--- src/logic/bpd_pkg.sv ---
// Purpose: Constants for the back-EMF phase detector control block.
// Assumes: APB with 32-bit data, one aligned word per register.
// Notes:   Offsets, field positions, reset values and timing counts live here.
//
// Contract
// - Neutral network enable selects resistor-network neutral.
// - DAC select routes 6-bit DAC to neutral.
// - Pin select takes neutral from reference pin.
// - Three independent phase select bits.
// - Each comparator feeds window and filter stage.
// - Zero crossing flagged when back-EMF equals neutral.
// - Three per-phase configuration register sets, 0..2.
// - Regulator disable resets to 1; 0 enables.
// - Ready flag sets once regulator output settles.
// - Reset loads factory trim, about 4.2 V.
// - Trim field spans 3.7 V to 4.9 V.
package bpd_pkg;

    // ****************************************************************
    // Register offsets (byte addresses).
    // ****************************************************************
    localparam logic [7:0] PHASE_CTRL_OFF = 8'h00;
    localparam logic [7:0] PHASE_CFG0_OFF = 8'h04;
    localparam logic [7:0] PHASE_CFG1_OFF = 8'h08;
    localparam logic [7:0] PHASE_CFG2_OFF = 8'h0C;
    localparam logic [7:0] REF_CTRL_OFF   = 8'h10;
    localparam logic [7:0] REF_CFG_OFF    = 8'h14;
    localparam logic [7:0] STATUS_OFF     = 8'h18;
    localparam logic [7:0] CLAMP_CTRL_OFF = 8'h1C;

    // ****************************************************************
    // Phase control register fields.
    // ****************************************************************
    localparam int NEUTRAL_NET_BIT = 0;
    localparam int NEUTRAL_DAC_BIT = 1;
    localparam int NEUTRAL_PIN_BIT = 2;
    localparam int PHASE_SEL_LSB   = 4;
    localparam int DAC_CODE_LSB    = 8;
    localparam int DAC_CODE_W      = 6;

    // ****************************************************************
    // Per-phase configuration fields.
    // ****************************************************************
    localparam int WIN_EN_BIT    = 0;
    localparam int FILT_MODE_BIT = 1;
    localparam int FILT_CNT_LSB  = 8;
    localparam int FILT_CNT_W    = 4;

    // ****************************************************************
    // Reference regulator fields, reset values and timing.
    // ****************************************************************
    localparam int REF_DISABLE_BIT = 0;
    localparam int REF_UNLOCK_BIT  = 1;
    localparam int TRIM_W          = 4;
    localparam logic [TRIM_W-1:0] TRIM_MAX = 4'hC;  // 3.7 V + 12 x 0.1 V = 4.9 V.
    localparam logic [TRIM_W-1:0] TRIM_DEFAULT = 4'h5;  // About 4.2 V.
    localparam int READY_BIT       = 0;
    localparam int CLAMP_WAIT_BIT  = 1;
    localparam int CLK_MHZ         = 20;
    localparam int REF_SETTLE_US   = 10;
    localparam int REF_SETTLE_CYC  = REF_SETTLE_US * CLK_MHZ;
    localparam int CLAMP_WAIT_US   = 100;
    localparam int CLAMP_WAIT_CYC  = CLAMP_WAIT_US * CLK_MHZ;

    // Neutral source encoding driven to the analog switch.
    localparam logic [1:0] SRC_NONE = 2'h0;
    localparam logic [1:0] SRC_NET  = 2'h1;
    localparam logic [1:0] SRC_DAC  = 2'h2;
    localparam logic [1:0] SRC_PIN  = 2'h3;

endpackage

--- src/logic/bpd_ctrl.sv ---
// Purpose: Control logic for a three-phase back-EMF zero-crossing detector
//          and its reference regulator, reached over APB.
// Assumes: Comparator outputs are synchronous to pclk.
// Notes:   Analog parts sit outside; this block drives their selects.
//
// The register addresses and the APB register port were left to the implementer.
`timescale 1ns/1ps
module bpd_ctrl
    import bpd_pkg::*;
#(
    parameter int PHASES = 3
) (
    input  wire logic                  pclk,
    input  wire logic                  presetn,
    input  wire logic                  clk_en,
    input  wire logic                  psel,
    input  wire logic                  penable,
    input  wire logic                  pwrite,
    input  wire logic [7:0]            paddr,
    input  wire logic [31:0]           pwdata,
    output logic      [31:0]           prdata,
    output logic                       pready,
    output logic                       pslverr,
    input  wire logic [PHASES-1:0]     phase_compare_in,
    input  wire logic                  reference_output_good,
    output logic      [1:0]            neutral_source,
    output logic      [DAC_CODE_W-1:0] neutral_dac_code,
    output logic      [PHASES-1:0]     phase_enable,
    output logic      [PHASES-1:0]     zero_cross_event,
    output logic                       reference_regulator_enable,
    output logic      [TRIM_W-1:0]     reference_trim_field
);

    // ****************************************************************
    // Elaboration check.
    // ****************************************************************
    if (PHASES != 3) begin : g_bad
        $error("bpd_ctrl serves exactly three phases.");
    end

    // ****************************************************************
    // Register storage.
    // ****************************************************************
    logic [2:0]            neutral_sel;
    logic [PHASES-1:0]     phase_sel;
    logic [DAC_CODE_W-1:0] dac_code;
    logic [PHASES-1:0]     win_en;
    logic [PHASES-1:0]     filt_mode;
    logic [FILT_CNT_W-1:0] filt_cnt [PHASES];
    logic                  reference_regulator_disable;
    logic                  write_protect_unlock;
    logic                  reference_ready_flag;
    logic                  clamp_enable_bit;
    logic                  clamp_wait_done;
    logic [11:0]           clamp_cnt;
    logic [11:0]           settle_cnt;
    logic [FILT_CNT_W-1:0] stable_cnt [PHASES];
    logic [PHASES-1:0]     filt_state;
    logic [PHASES-1:0]     cmp_prev;

    wire wr_en = clk_en && psel && penable && pwrite;
    wire rd_en = clk_en && psel && penable && !pwrite;

    // Returns the index of a per-phase config register, or 3 if none.
    function automatic logic [1:0] phase_index(input logic [7:0] addr);
        unique case (addr)
            PHASE_CFG0_OFF: phase_index = 2'd0;
            PHASE_CFG1_OFF: phase_index = 2'd1;
            PHASE_CFG2_OFF: phase_index = 2'd2;
            default:    phase_index = 2'd3;
        endcase
    endfunction

    // Tells whether an address maps to a register.
    function automatic logic mapped(input logic [7:0] addr);
        mapped = (addr == PHASE_CTRL_OFF) || (phase_index(addr) != 2'd3) ||
                 (addr == REF_CTRL_OFF) || (addr == REF_CFG_OFF) ||
                 (addr == STATUS_OFF) || (addr == CLAMP_CTRL_OFF);
    endfunction

    // ****************************************************************
    // Phase control register.
    // ****************************************************************

    // Neutral source bits, phase selects and DAC code.
    always_ff @(posedge pclk or negedge presetn) begin
        if (!presetn) begin
            neutral_sel <= 3'h0;
            phase_sel   <= '0;
            dac_code    <= '0;
        end else if (wr_en && paddr == PHASE_CTRL_OFF) begin
            neutral_sel <= pwdata[NEUTRAL_PIN_BIT:NEUTRAL_NET_BIT];
            phase_sel   <= pwdata[PHASE_SEL_LSB +: PHASES];
            dac_code    <= pwdata[DAC_CODE_LSB +: DAC_CODE_W];
        end
    end

    // Per-phase window enable, filter mode and sample count.
    always_ff @(posedge pclk or negedge presetn) begin
        if (!presetn) begin
            win_en    <= '0;
            filt_mode <= '0;
            for (int i = 0; i < PHASES; i++) begin
                filt_cnt[i] <= '0;
            end
        end else if (wr_en && phase_index(paddr) != 2'd3) begin
            win_en[phase_index(paddr)]    <= pwdata[WIN_EN_BIT];
            filt_mode[phase_index(paddr)] <= pwdata[FILT_MODE_BIT];
            filt_cnt[phase_index(paddr)]  <= pwdata[FILT_CNT_LSB +: FILT_CNT_W];
        end
    end

    // Neutral source to the analog switch; the pin beats the DAC beats the network.
    always_ff @(posedge pclk or negedge presetn) begin
        if (!presetn) begin
            neutral_source   <= SRC_NONE;
            neutral_dac_code <= '0;
            phase_enable     <= '0;
        end else if (clk_en) begin
            if (neutral_sel[NEUTRAL_PIN_BIT]) begin
                neutral_source <= SRC_PIN;
            end else if (neutral_sel[NEUTRAL_DAC_BIT]) begin
                neutral_source <= SRC_DAC;
            end else if (neutral_sel[NEUTRAL_NET_BIT]) begin
                neutral_source <= SRC_NET;
            end else begin
                neutral_source <= SRC_NONE;
            end
            neutral_dac_code <= dac_code;
            phase_enable     <= phase_sel;
        end
    end

    // ****************************************************************
    // Window and filter stages, one per phase.
    // ****************************************************************

    // A comparator level must hold for filt_cnt + 2 samples in filtered mode; a
    // change of the filtered level is a zero crossing. Window enable restricts
    // events in filtered mode only; in unfiltered mode every crossing is flagged.
    always_ff @(posedge pclk or negedge presetn) begin
        if (!presetn) begin
            filt_state       <= '0;
            cmp_prev         <= '0;
            zero_cross_event <= '0;
            for (int i = 0; i < PHASES; i++) begin
                stable_cnt[i] <= '0;
            end
        end else if (clk_en) begin
            for (int i = 0; i < PHASES; i++) begin
                cmp_prev[i]         <= phase_compare_in[i];
                zero_cross_event[i] <= 1'b0;
                if (!phase_sel[i]) begin
                    stable_cnt[i] <= '0;
                    filt_state[i] <= phase_compare_in[i];
                end else if (phase_compare_in[i] != cmp_prev[i]) begin
                    stable_cnt[i] <= '0;
                end else if (!filt_mode[i] || stable_cnt[i] >= filt_cnt[i]) begin
                    if (phase_compare_in[i] != filt_state[i]) begin
                        filt_state[i]       <= phase_compare_in[i];
                        zero_cross_event[i] <= win_en[i] ||
                                               !filt_mode[i];
                    end
                end else begin
                    stable_cnt[i] <= stable_cnt[i] + 1'b1;
                end
            end
        end
    end

    // ****************************************************************
    // Reference regulator.
    // ****************************************************************

    // Disable bit starts at 1; unlock bit gates trim writes.
    always_ff @(posedge pclk or negedge presetn) begin
        if (!presetn) begin
            reference_regulator_disable <= 1'b1;
            write_protect_unlock        <= 1'b0;
            clamp_enable_bit            <= 1'b0;
        end else if (wr_en && paddr == REF_CTRL_OFF) begin
            reference_regulator_disable <= pwdata[REF_DISABLE_BIT];
            write_protect_unlock        <= pwdata[REF_UNLOCK_BIT];
        end else if (wr_en && paddr == CLAMP_CTRL_OFF) begin
            clamp_enable_bit            <= pwdata[0];
        end
    end

    // Trim loads its factory value at reset; writes land only when unlocked.
    always_ff @(posedge pclk or negedge presetn) begin
        if (!presetn) begin
            reference_trim_field <= TRIM_DEFAULT;
        end else if (wr_en && paddr == REF_CFG_OFF && write_protect_unlock) begin
            reference_trim_field <= (pwdata[TRIM_W-1:0] > TRIM_MAX) ?
                                    TRIM_MAX : pwdata[TRIM_W-1:0];
        end
    end

    // Ready rises after the settle count once enabled and the output is good.
    always_ff @(posedge pclk or negedge presetn) begin
        if (!presetn) begin
            settle_cnt                 <= '0;
            reference_ready_flag       <= 1'b0;
            reference_regulator_enable <= 1'b0;
        end else if (clk_en) begin
            reference_regulator_enable <= !reference_regulator_disable;
            if (reference_regulator_disable || !reference_output_good) begin
                settle_cnt           <= '0;
                reference_ready_flag <= 1'b0;
            end else if (settle_cnt == 12'(REF_SETTLE_CYC - 1)) begin
                reference_ready_flag <= 1'b1;
            end else begin
                settle_cnt <= settle_cnt + 12'h001;
            end
        end
    end

    // Clamp wait timer tells software when pre-drivers may be turned on.
    always_ff @(posedge pclk or negedge presetn) begin
        if (!presetn) begin
            clamp_cnt       <= '0;
            clamp_wait_done <= 1'b0;
        end else if (clk_en) begin
            if (!clamp_enable_bit) begin
                clamp_cnt       <= '0;
                clamp_wait_done <= 1'b0;
            end else if (clamp_cnt == 12'(CLAMP_WAIT_CYC - 1)) begin
                clamp_wait_done <= 1'b1;
            end else begin
                clamp_cnt <= clamp_cnt + 12'h001;
            end
        end
    end

    // ****************************************************************
    // APB read path and response.
    // ****************************************************************

    // Zero-wait answers; unmapped addresses read zero and raise pslverr.
    always_ff @(posedge pclk or negedge presetn) begin
        if (!presetn) begin
            prdata  <= 32'h0000_0000;
            pready  <= 1'b0;
            pslverr <= 1'b0;
        end else if (clk_en) begin
            pready  <= psel && !penable;
            pslverr <= psel && !penable && !mapped(paddr);
            prdata  <= 32'h0000_0000;
            if (psel && !penable && !pwrite) begin
                unique case (paddr)
                    PHASE_CTRL_OFF: prdata <= 32'(neutral_sel) |
                        (32'(phase_sel) << PHASE_SEL_LSB) |
                        (32'(dac_code) << DAC_CODE_LSB);
                    PHASE_CFG0_OFF, PHASE_CFG1_OFF, PHASE_CFG2_OFF: prdata <=
                        32'(win_en[phase_index(paddr)]) |
                        (32'(filt_mode[phase_index(paddr)]) << FILT_MODE_BIT) |
                        (32'(filt_cnt[phase_index(paddr)]) << FILT_CNT_LSB);
                    REF_CTRL_OFF:   prdata <= 32'(reference_regulator_disable) |
                        (32'(write_protect_unlock) << REF_UNLOCK_BIT);
                    REF_CFG_OFF:    prdata <= 32'(reference_trim_field);
                    STATUS_OFF:     prdata <= 32'(reference_ready_flag) |
                        (32'(clamp_wait_done) << CLAMP_WAIT_BIT);
                    CLAMP_CTRL_OFF: prdata <= 32'(clamp_enable_bit);
                    default:        prdata <= 32'h0000_0000;
                endcase
            end
        end
    end

endmodule

--- config.mk ---
export PLATFORM = sky130hd
export DESIGN_NAME = bpd_ctrl
export DESIGN_NICKNAME = d
export VERILOG_FILES = /design/src/logic/bpd_pkg.sv /design/src/logic/bpd_ctrl.sv
export SDC_FILE = /design/constraint.sdc
export NUM_CORES = 1
export LEC_CHECK = 0
export BUFFER_PORTS_ARGS = -buffer_cell sky130_fd_sc_hd__buf_2
export CORE_MARGIN = 4
export CORE_UTILIZATION = 56
export CTS_CLUSTER_SIZE = 20
export DETAILED_ROUTE_END_ITERATION = 6
export GPL_TIMING_DRIVEN = 0
export PLACE_DENSITY = 0.88
export SLEW_MARGIN = 20
export SYNTH_ARGS = -nofsm -noshare
export SYNTH_HDL_FRONTEND = slang
export SYNTH_SLANG_ARGS = --single-unit
--- constraint.sdc ---
create_clock -name pclk -period 2.21 [get_ports pclk]
set_input_delay 0.442 -clock pclk [delete_from_list [all_inputs] [get_ports pclk]]
set_output_delay 0.442 -clock pclk [all_outputs]
set_load 0.05 [all_outputs]
## After elaboration in Yosys (flattened, before gate mapping)

Index checks and enable logic that the tools add are counted.

- Flip-flop bits (word level): 130
- Input port bits: 50
- Output and inout port bits: 53

- $lt $le $gt $ge: 10
- Bitwise logic cells: 9
- Mux-type cells: 67
- Equal/unequal tests: 32
- $add $sub $neg: 5
- Reductions and logical operators: 48

Operator list:

| kind | number |
|---|---|
| case mux 14 bit (6 select lines) | 1 |
| 2-to-1 mux 4 bit | 13 |
| 2-to-1 mux 12 bit | 4 |
| == test 8 x 5 -> 1 bit (second input constant) | 4 |
| 2-to-1 mux 1 bit | 32 |
| adder 12 x 1 -> 12 bit (second input constant) | 2 |
| == test 8 x 4 -> 1 bit (second input constant) | 2 |
| AND reduction 2 bit | 8 |
| logical AND 1 bit | 14 |
| 2-to-1 mux 14 bit | 1 |
| 2-to-1 mux 2 bit | 7 |
| != test 2 x 1 -> 1 bit (second input constant) | 7 |
| != test 2 bit (second input constant) | 7 |
| OR 7 x 14 -> 14 bit | 1 |
| adder 4 x 1 -> 4 bit (second input constant) | 3 |
| bitwise mux 12 bit | 1 |
| == test 12 x 11 -> 1 bit (second input constant) | 1 |
| == test 12 x 8 -> 1 bit (second input constant) | 1 |
| greater-or-equal comparator 4 bit | 3 |
| logical OR 1 bit | 12 |
| OR 2 x 12 -> 12 bit | 1 |
| AND reduction 4 bit | 3 |
| != test 3 bit (second input constant) | 3 |
| binary-select mux 4 bit (select 2 bit) | 1 |
| 20 further kinds | 39 |

## Depth between registers and ports, before layout

- Depth after elaboration: 12
- Mapped depth: 7

## Worst setup path after synthesis

OpenSTA, ideal clock, no wires.

- Kind: reg2reg
- From: reg stable_cnt[0] (netlist name)
- To: reg stable_cnt[3] (netlist name)
- Required time: 2.071 ns
- Path slack: 0.244 ns
- Cell stages (with the launch flop): 8
- Data arrival time: 1.827 ns
- Cell sequence: dfrtp_1 > inv_1 > ha_1 > nand2b_1 > a2111oi_2 > o21ai_1 > o21a_1 > a2bb2oi_1

- Longest elaborated chain between the ends: 4
- Elaborated cells on any way between the ends: 8

RTL lines:

| item | RTL line | text |
|---|---|---|
| start: declaration | bpd_ctrl.sv:57 | `logic [FILT_CNT_W-1:0] stable_cnt [PHASES];` |
| start signal: indexed assignment | bpd_ctrl.sv:165 | `stable_cnt[i] <= stable_cnt[i] + 1'b1;` |
| adder 4 x 1 -> 4 bit / greater-or-equal comparator 4 bit (equally long branches) | bpd_ctrl.sv:165, bpd_ctrl.sv:158 |  |
| 2-to-1 mux 4 bit / logical OR 1 bit (equally long branches) | bpd_ctrl.sv:158 | `end else if (!filt_mode[i] \|\| stable_cnt[i] >= filt_cnt[i]) begin` |
| 2-to-1 mux 4 bit / != test 3 bit (equally long branches) | - |  |
| 2-to-1 mux 4 bit / AND reduction 2 bit (equally long branches) | - |  |

Parallel ways exist; a longest one is shown, timed or not. The select of a mux whose other input is x is not followed.
A chain may end at the register's enable or synchronous reset.

## Worst setup path after layout

- From: reg stable_cnt[10] (netlist name)
- To: reg stable_cnt[11] (netlist name)

The elaborated chain is that of the path after synthesis.

==> results.tsv <==
stage	metric	value	unit
global_routing	pin count of the biggest net entering global routing	83	
floorplan	die area	11950	um^2
yosys	Seq/Total Area, Yosys	48.37	%
setup_path	slowest CP cell	or4_1	
setup_path	Critical Path AT	2420	ps
timing	unrepaired setup endpoints after global routing	no	
cts	TritonCTS Sinks	111	
detailed_routing	routed wire length	13420	um
worst_hold_path	HP Class	in2reg	
yosys	cells after synthesis	540	
global_routing	initial antenna violation count	0	
run	# Max-Cap Violations	0	
cells_and_area	fin util	66.46	%
yosys	Synth Area in XOR/XNOR	2.285	%
detailed_routing	First-pass DRT Iterations	5	
global_routing	vias in the first global route	4553	
floorplan	Die W	109.3	um
floorplan	# rows	36	
global_routing	met2 Use GR	39.67	%
pwr	Peak VDD IR	0.3637	mV
setup_path	worst-path fanout max	10	
yosys	post-synthesis mux area share	11.18	%
timing	final-report setup violation count	0	
cts	H-tree Lvls	3	
cells_and_area	n_diodes	0	
yosys	fraction of registers with async set/reset	100.0	%
placed_design	Detail Placement HPWL	9921	um
yosys	post-synth top area cell	dfrtp_1	
floorplan	initial core utilization	58.30	%
cells_and_area	Post-layout nets	701	
cts	Skew-Pair Late Insertion Delay	380	ps
yosys	post-synth cell types	67	
cells_and_area	area grow syn2layout	14.01	%
setup_path	CP required	2520	ps
setup_path	critical path endpoint category	register	
pwr	leak pwr	3.177	nW
cts	CTS tree	yes	
detailed_routing	Detail Route Antenna Nets	0	
pwr	pwr dens	561.7	nW/um^2
setup_path	Buf/Inv on CP	0	
yosys	cell with the most instances after synthesis	dfrtp_1	
timing	fmax	473.6	MHz
yosys	synthesized area	5751	um^2
run_status	status	finished clean	
timing	final period utilization	95.54	%
yosys	adder-cell share of the synthesized area	3.699	%
detailed_routing	DR WL/cell	17.38	um
cts	CTS Buffer Depth	2	
global_routing	gr usage total	23.42	%
setup_path	critical path class	reg2reg	
yosys	Area contributors post-synth	dfrtp_1 47%, mux2_2 7.8%, ha_1 3.7%	
global_routing	first-pass GRT wire length	21780	um
floorplan	core area	9864	um^2
detailed_routing	DR iter-0 viols	294	
timing	number of hold violations in the final report	0	
timing	Slew Limit Fails	0	
timing	Worst Skew	17.34	ps
setup_path	CP Launch Type	register	
placed_design	IO Port Bufs	62	
floorplan	Vert. Die Dim	109.3	um
global_routing	Top Usage Layer GRT	met2	
timing	crit path time final	2111	ps
cts	TritonCTS Buffers	9	
yosys	top cell type's share of synthesized area	47.00	%
detailed_routing	routed vias/inst	5.816	
floorplan	IO Count	103	
placed_design	placed cell count	754	
setup_path	CP Cell Sequence	ha_1 -> or2_2 -> a21boi_0 -> a31oi_2 -> or4_1 -> nand3_1	
yosys	Synth Area in Compound Gates	11.79	%
setup_path	Worst path max stage delay	550	ps
yosys	number of synthesized flops with an enable pin	0	
cts	clk slew on worst S/H paths	110	ps
global_routing	grt met1 use	29.43	%
timing	Worst-Margin Slew	733.3	ps
yosys	Syn. warnings	0	
global_routing	grt total ovfl	0	
timing	Slew HR	50.70	%
global_routing	met3 usage	4.991	%
setup_path	Top delay family on crit path	simple AND/OR/NAND/NOR gates	
detailed_routing	DRC viols	0	
yosys	largest family of logic cells by synthesized area	simple AND/OR/NAND/NOR gates	
yosys	Primary FF master, synth	dfrtp_1	
yosys	Synth top cells by count	108 x dfrtp_1, 43 x nand2_1, 43 x nor2_1	
yosys	Simple-Gate Fraction of Synth Area	16.73	%
yosys	#FFs+latches synth	111	
placed_design	GPL Wtd Cong	0.9172	
cts	CTS root buf	clkbuf_8	
cells_and_area	share of layout cells above drive strength 1	27.54	%
yosys	Syn Area/Cell	10.65	um^2
cells_and_area	Non-Filler Instances	772	
detailed_routing	vias	4490	
[per-stage QoR]
step | worst slack (ps) | power [mW] | TNS, ps | area, um^2 | hold WS [ps]
after floorplan | 243.6 | 2.391 | 0 | 5818 | 146.4
after global placement | -539.7 | 2.521 | -59340 | 6295 | 463.4
after detailed placement | -168.0 | 2.543 | -2357 | 6329 | 340.1
after CTS | 94.30 | 3.696 | 0 | 6539 | 290.5
after global routing | 0.3195 | 3.811 | 0 | 6556 | 285.1
final | 98.65 | 3.683 | 0 | 6556 | 294.1
[flip-flops by register name, indices dropped and copies added, names as in the netlist, 4 cells and up]
signal                cells
dac_code                  6
reference_trim_field      4
settle_cnt               12
prdata                   13
stable_cnt               12
neutral_dac_code          6
filt_cnt                 12
clamp_cnt                12
[kinds of logic (layout without fill, tap and decap cells)]
family                     Yosys count  count (layout)
AOI/OAI and AO/OA                  100             100
buffers and inverters               67             148
adders and majority gates           17              17
and+or+nand+nor                    177             177
muxes                               52              52
DFF                                111             111
other                                1              19
xor gates and xnor gates            15              15
[per-layer routing]
layer  wire (um)  part of all wire, %
met3         940                  7.0
met1        5587                   42
met2        6613                   49
met5           0                    0
met4         276                  2.1
[report_power, final]
part	switching, mW	internal, mW
registers	0.0313	2.06
logic	0.287	0.127
clock network	0.740	0.435
[path summary, 6_finish.rpt]
| path | from | to | slack [ps] | depth (start not counted) |
|---|---|---|---|---|
| max | stable_cnt[10] | stable_cnt[11] | 100 | 6 |
| min | pwdata[6] | phase_sel[2] | 290 | 2 |
| max reg2reg | stable_cnt[10] | stable_cnt[11] | 100 | 6 |
| min reg2reg | pslverr | pslverr | 490 | 1 |
| max in group asynchronous | presetn | reference_trim_field[2] | 990 | 3 |
| min in group asynchronous | presetn | neutral_dac_code[2] | 500 | 2 |
[cell usage in the layout (no fill, tap or decap), drive strengths merged, types with 4 or more instances in the layout]
| cell type | netlist | layout |
|---|---|---|
| o211ai | 4 | 4 |
| or2 | 4 | 4 |
| a32o | 5 | 5 |
| dfrtp | 108 | 108 |
| a21oi | 23 | 23 |
| mux2 | 42 | 42 |
| clkbuf | 8 | 17 |
| conb | 1 | 19 |
| and4 | 4 | 4 |
| nand3 | 22 | 22 |
| nor4 | 4 | 4 |
| o21ai | 30 | 30 |
| mux4 | 5 | 5 |
| nand4 | 7 | 7 |
| a22o | 7 | 7 |
| nor3 | 12 | 12 |
| nor2 | 43 | 43 |
| or4 | 7 | 7 |
| and3 | 7 | 7 |
| nand2b | 6 | 6 |
| mux2i | 5 | 5 |
| a21boi | 4 | 4 |
| nor2b | 4 | 4 |
| nand2 | 43 | 43 |
| buf | 29 | 93 |
| clkinv | 0 | 4 |
| inv | 30 | 33 |
| xnor2 | 6 | 6 |
| ha | 17 | 17 |
| or3 | 5 | 5 |
| xor2 | 9 | 9 |
[cell type report]
cell class,count,area [um^2]
plain buffers,37,225.2
clock inverters,7,63.81
well taps,133,166.4
multi-input cells,380,2721
inverters,30,112.6
flip-flops and latches,111,2781
fillers,745,3308
repair buffers,65,361.6
clock buffers,9,123.9
[what timing repair did]
item,4_1_cts,5_1_grt
resized for setup,1,3
pin swaps,0,1
hold buffers,1,0
endpoints found under the hold margin,29,0
buffers inserted,0,1
endpoints found under the setup margin,1,3
No activity file was read; power rests on OpenSTA's default activity.
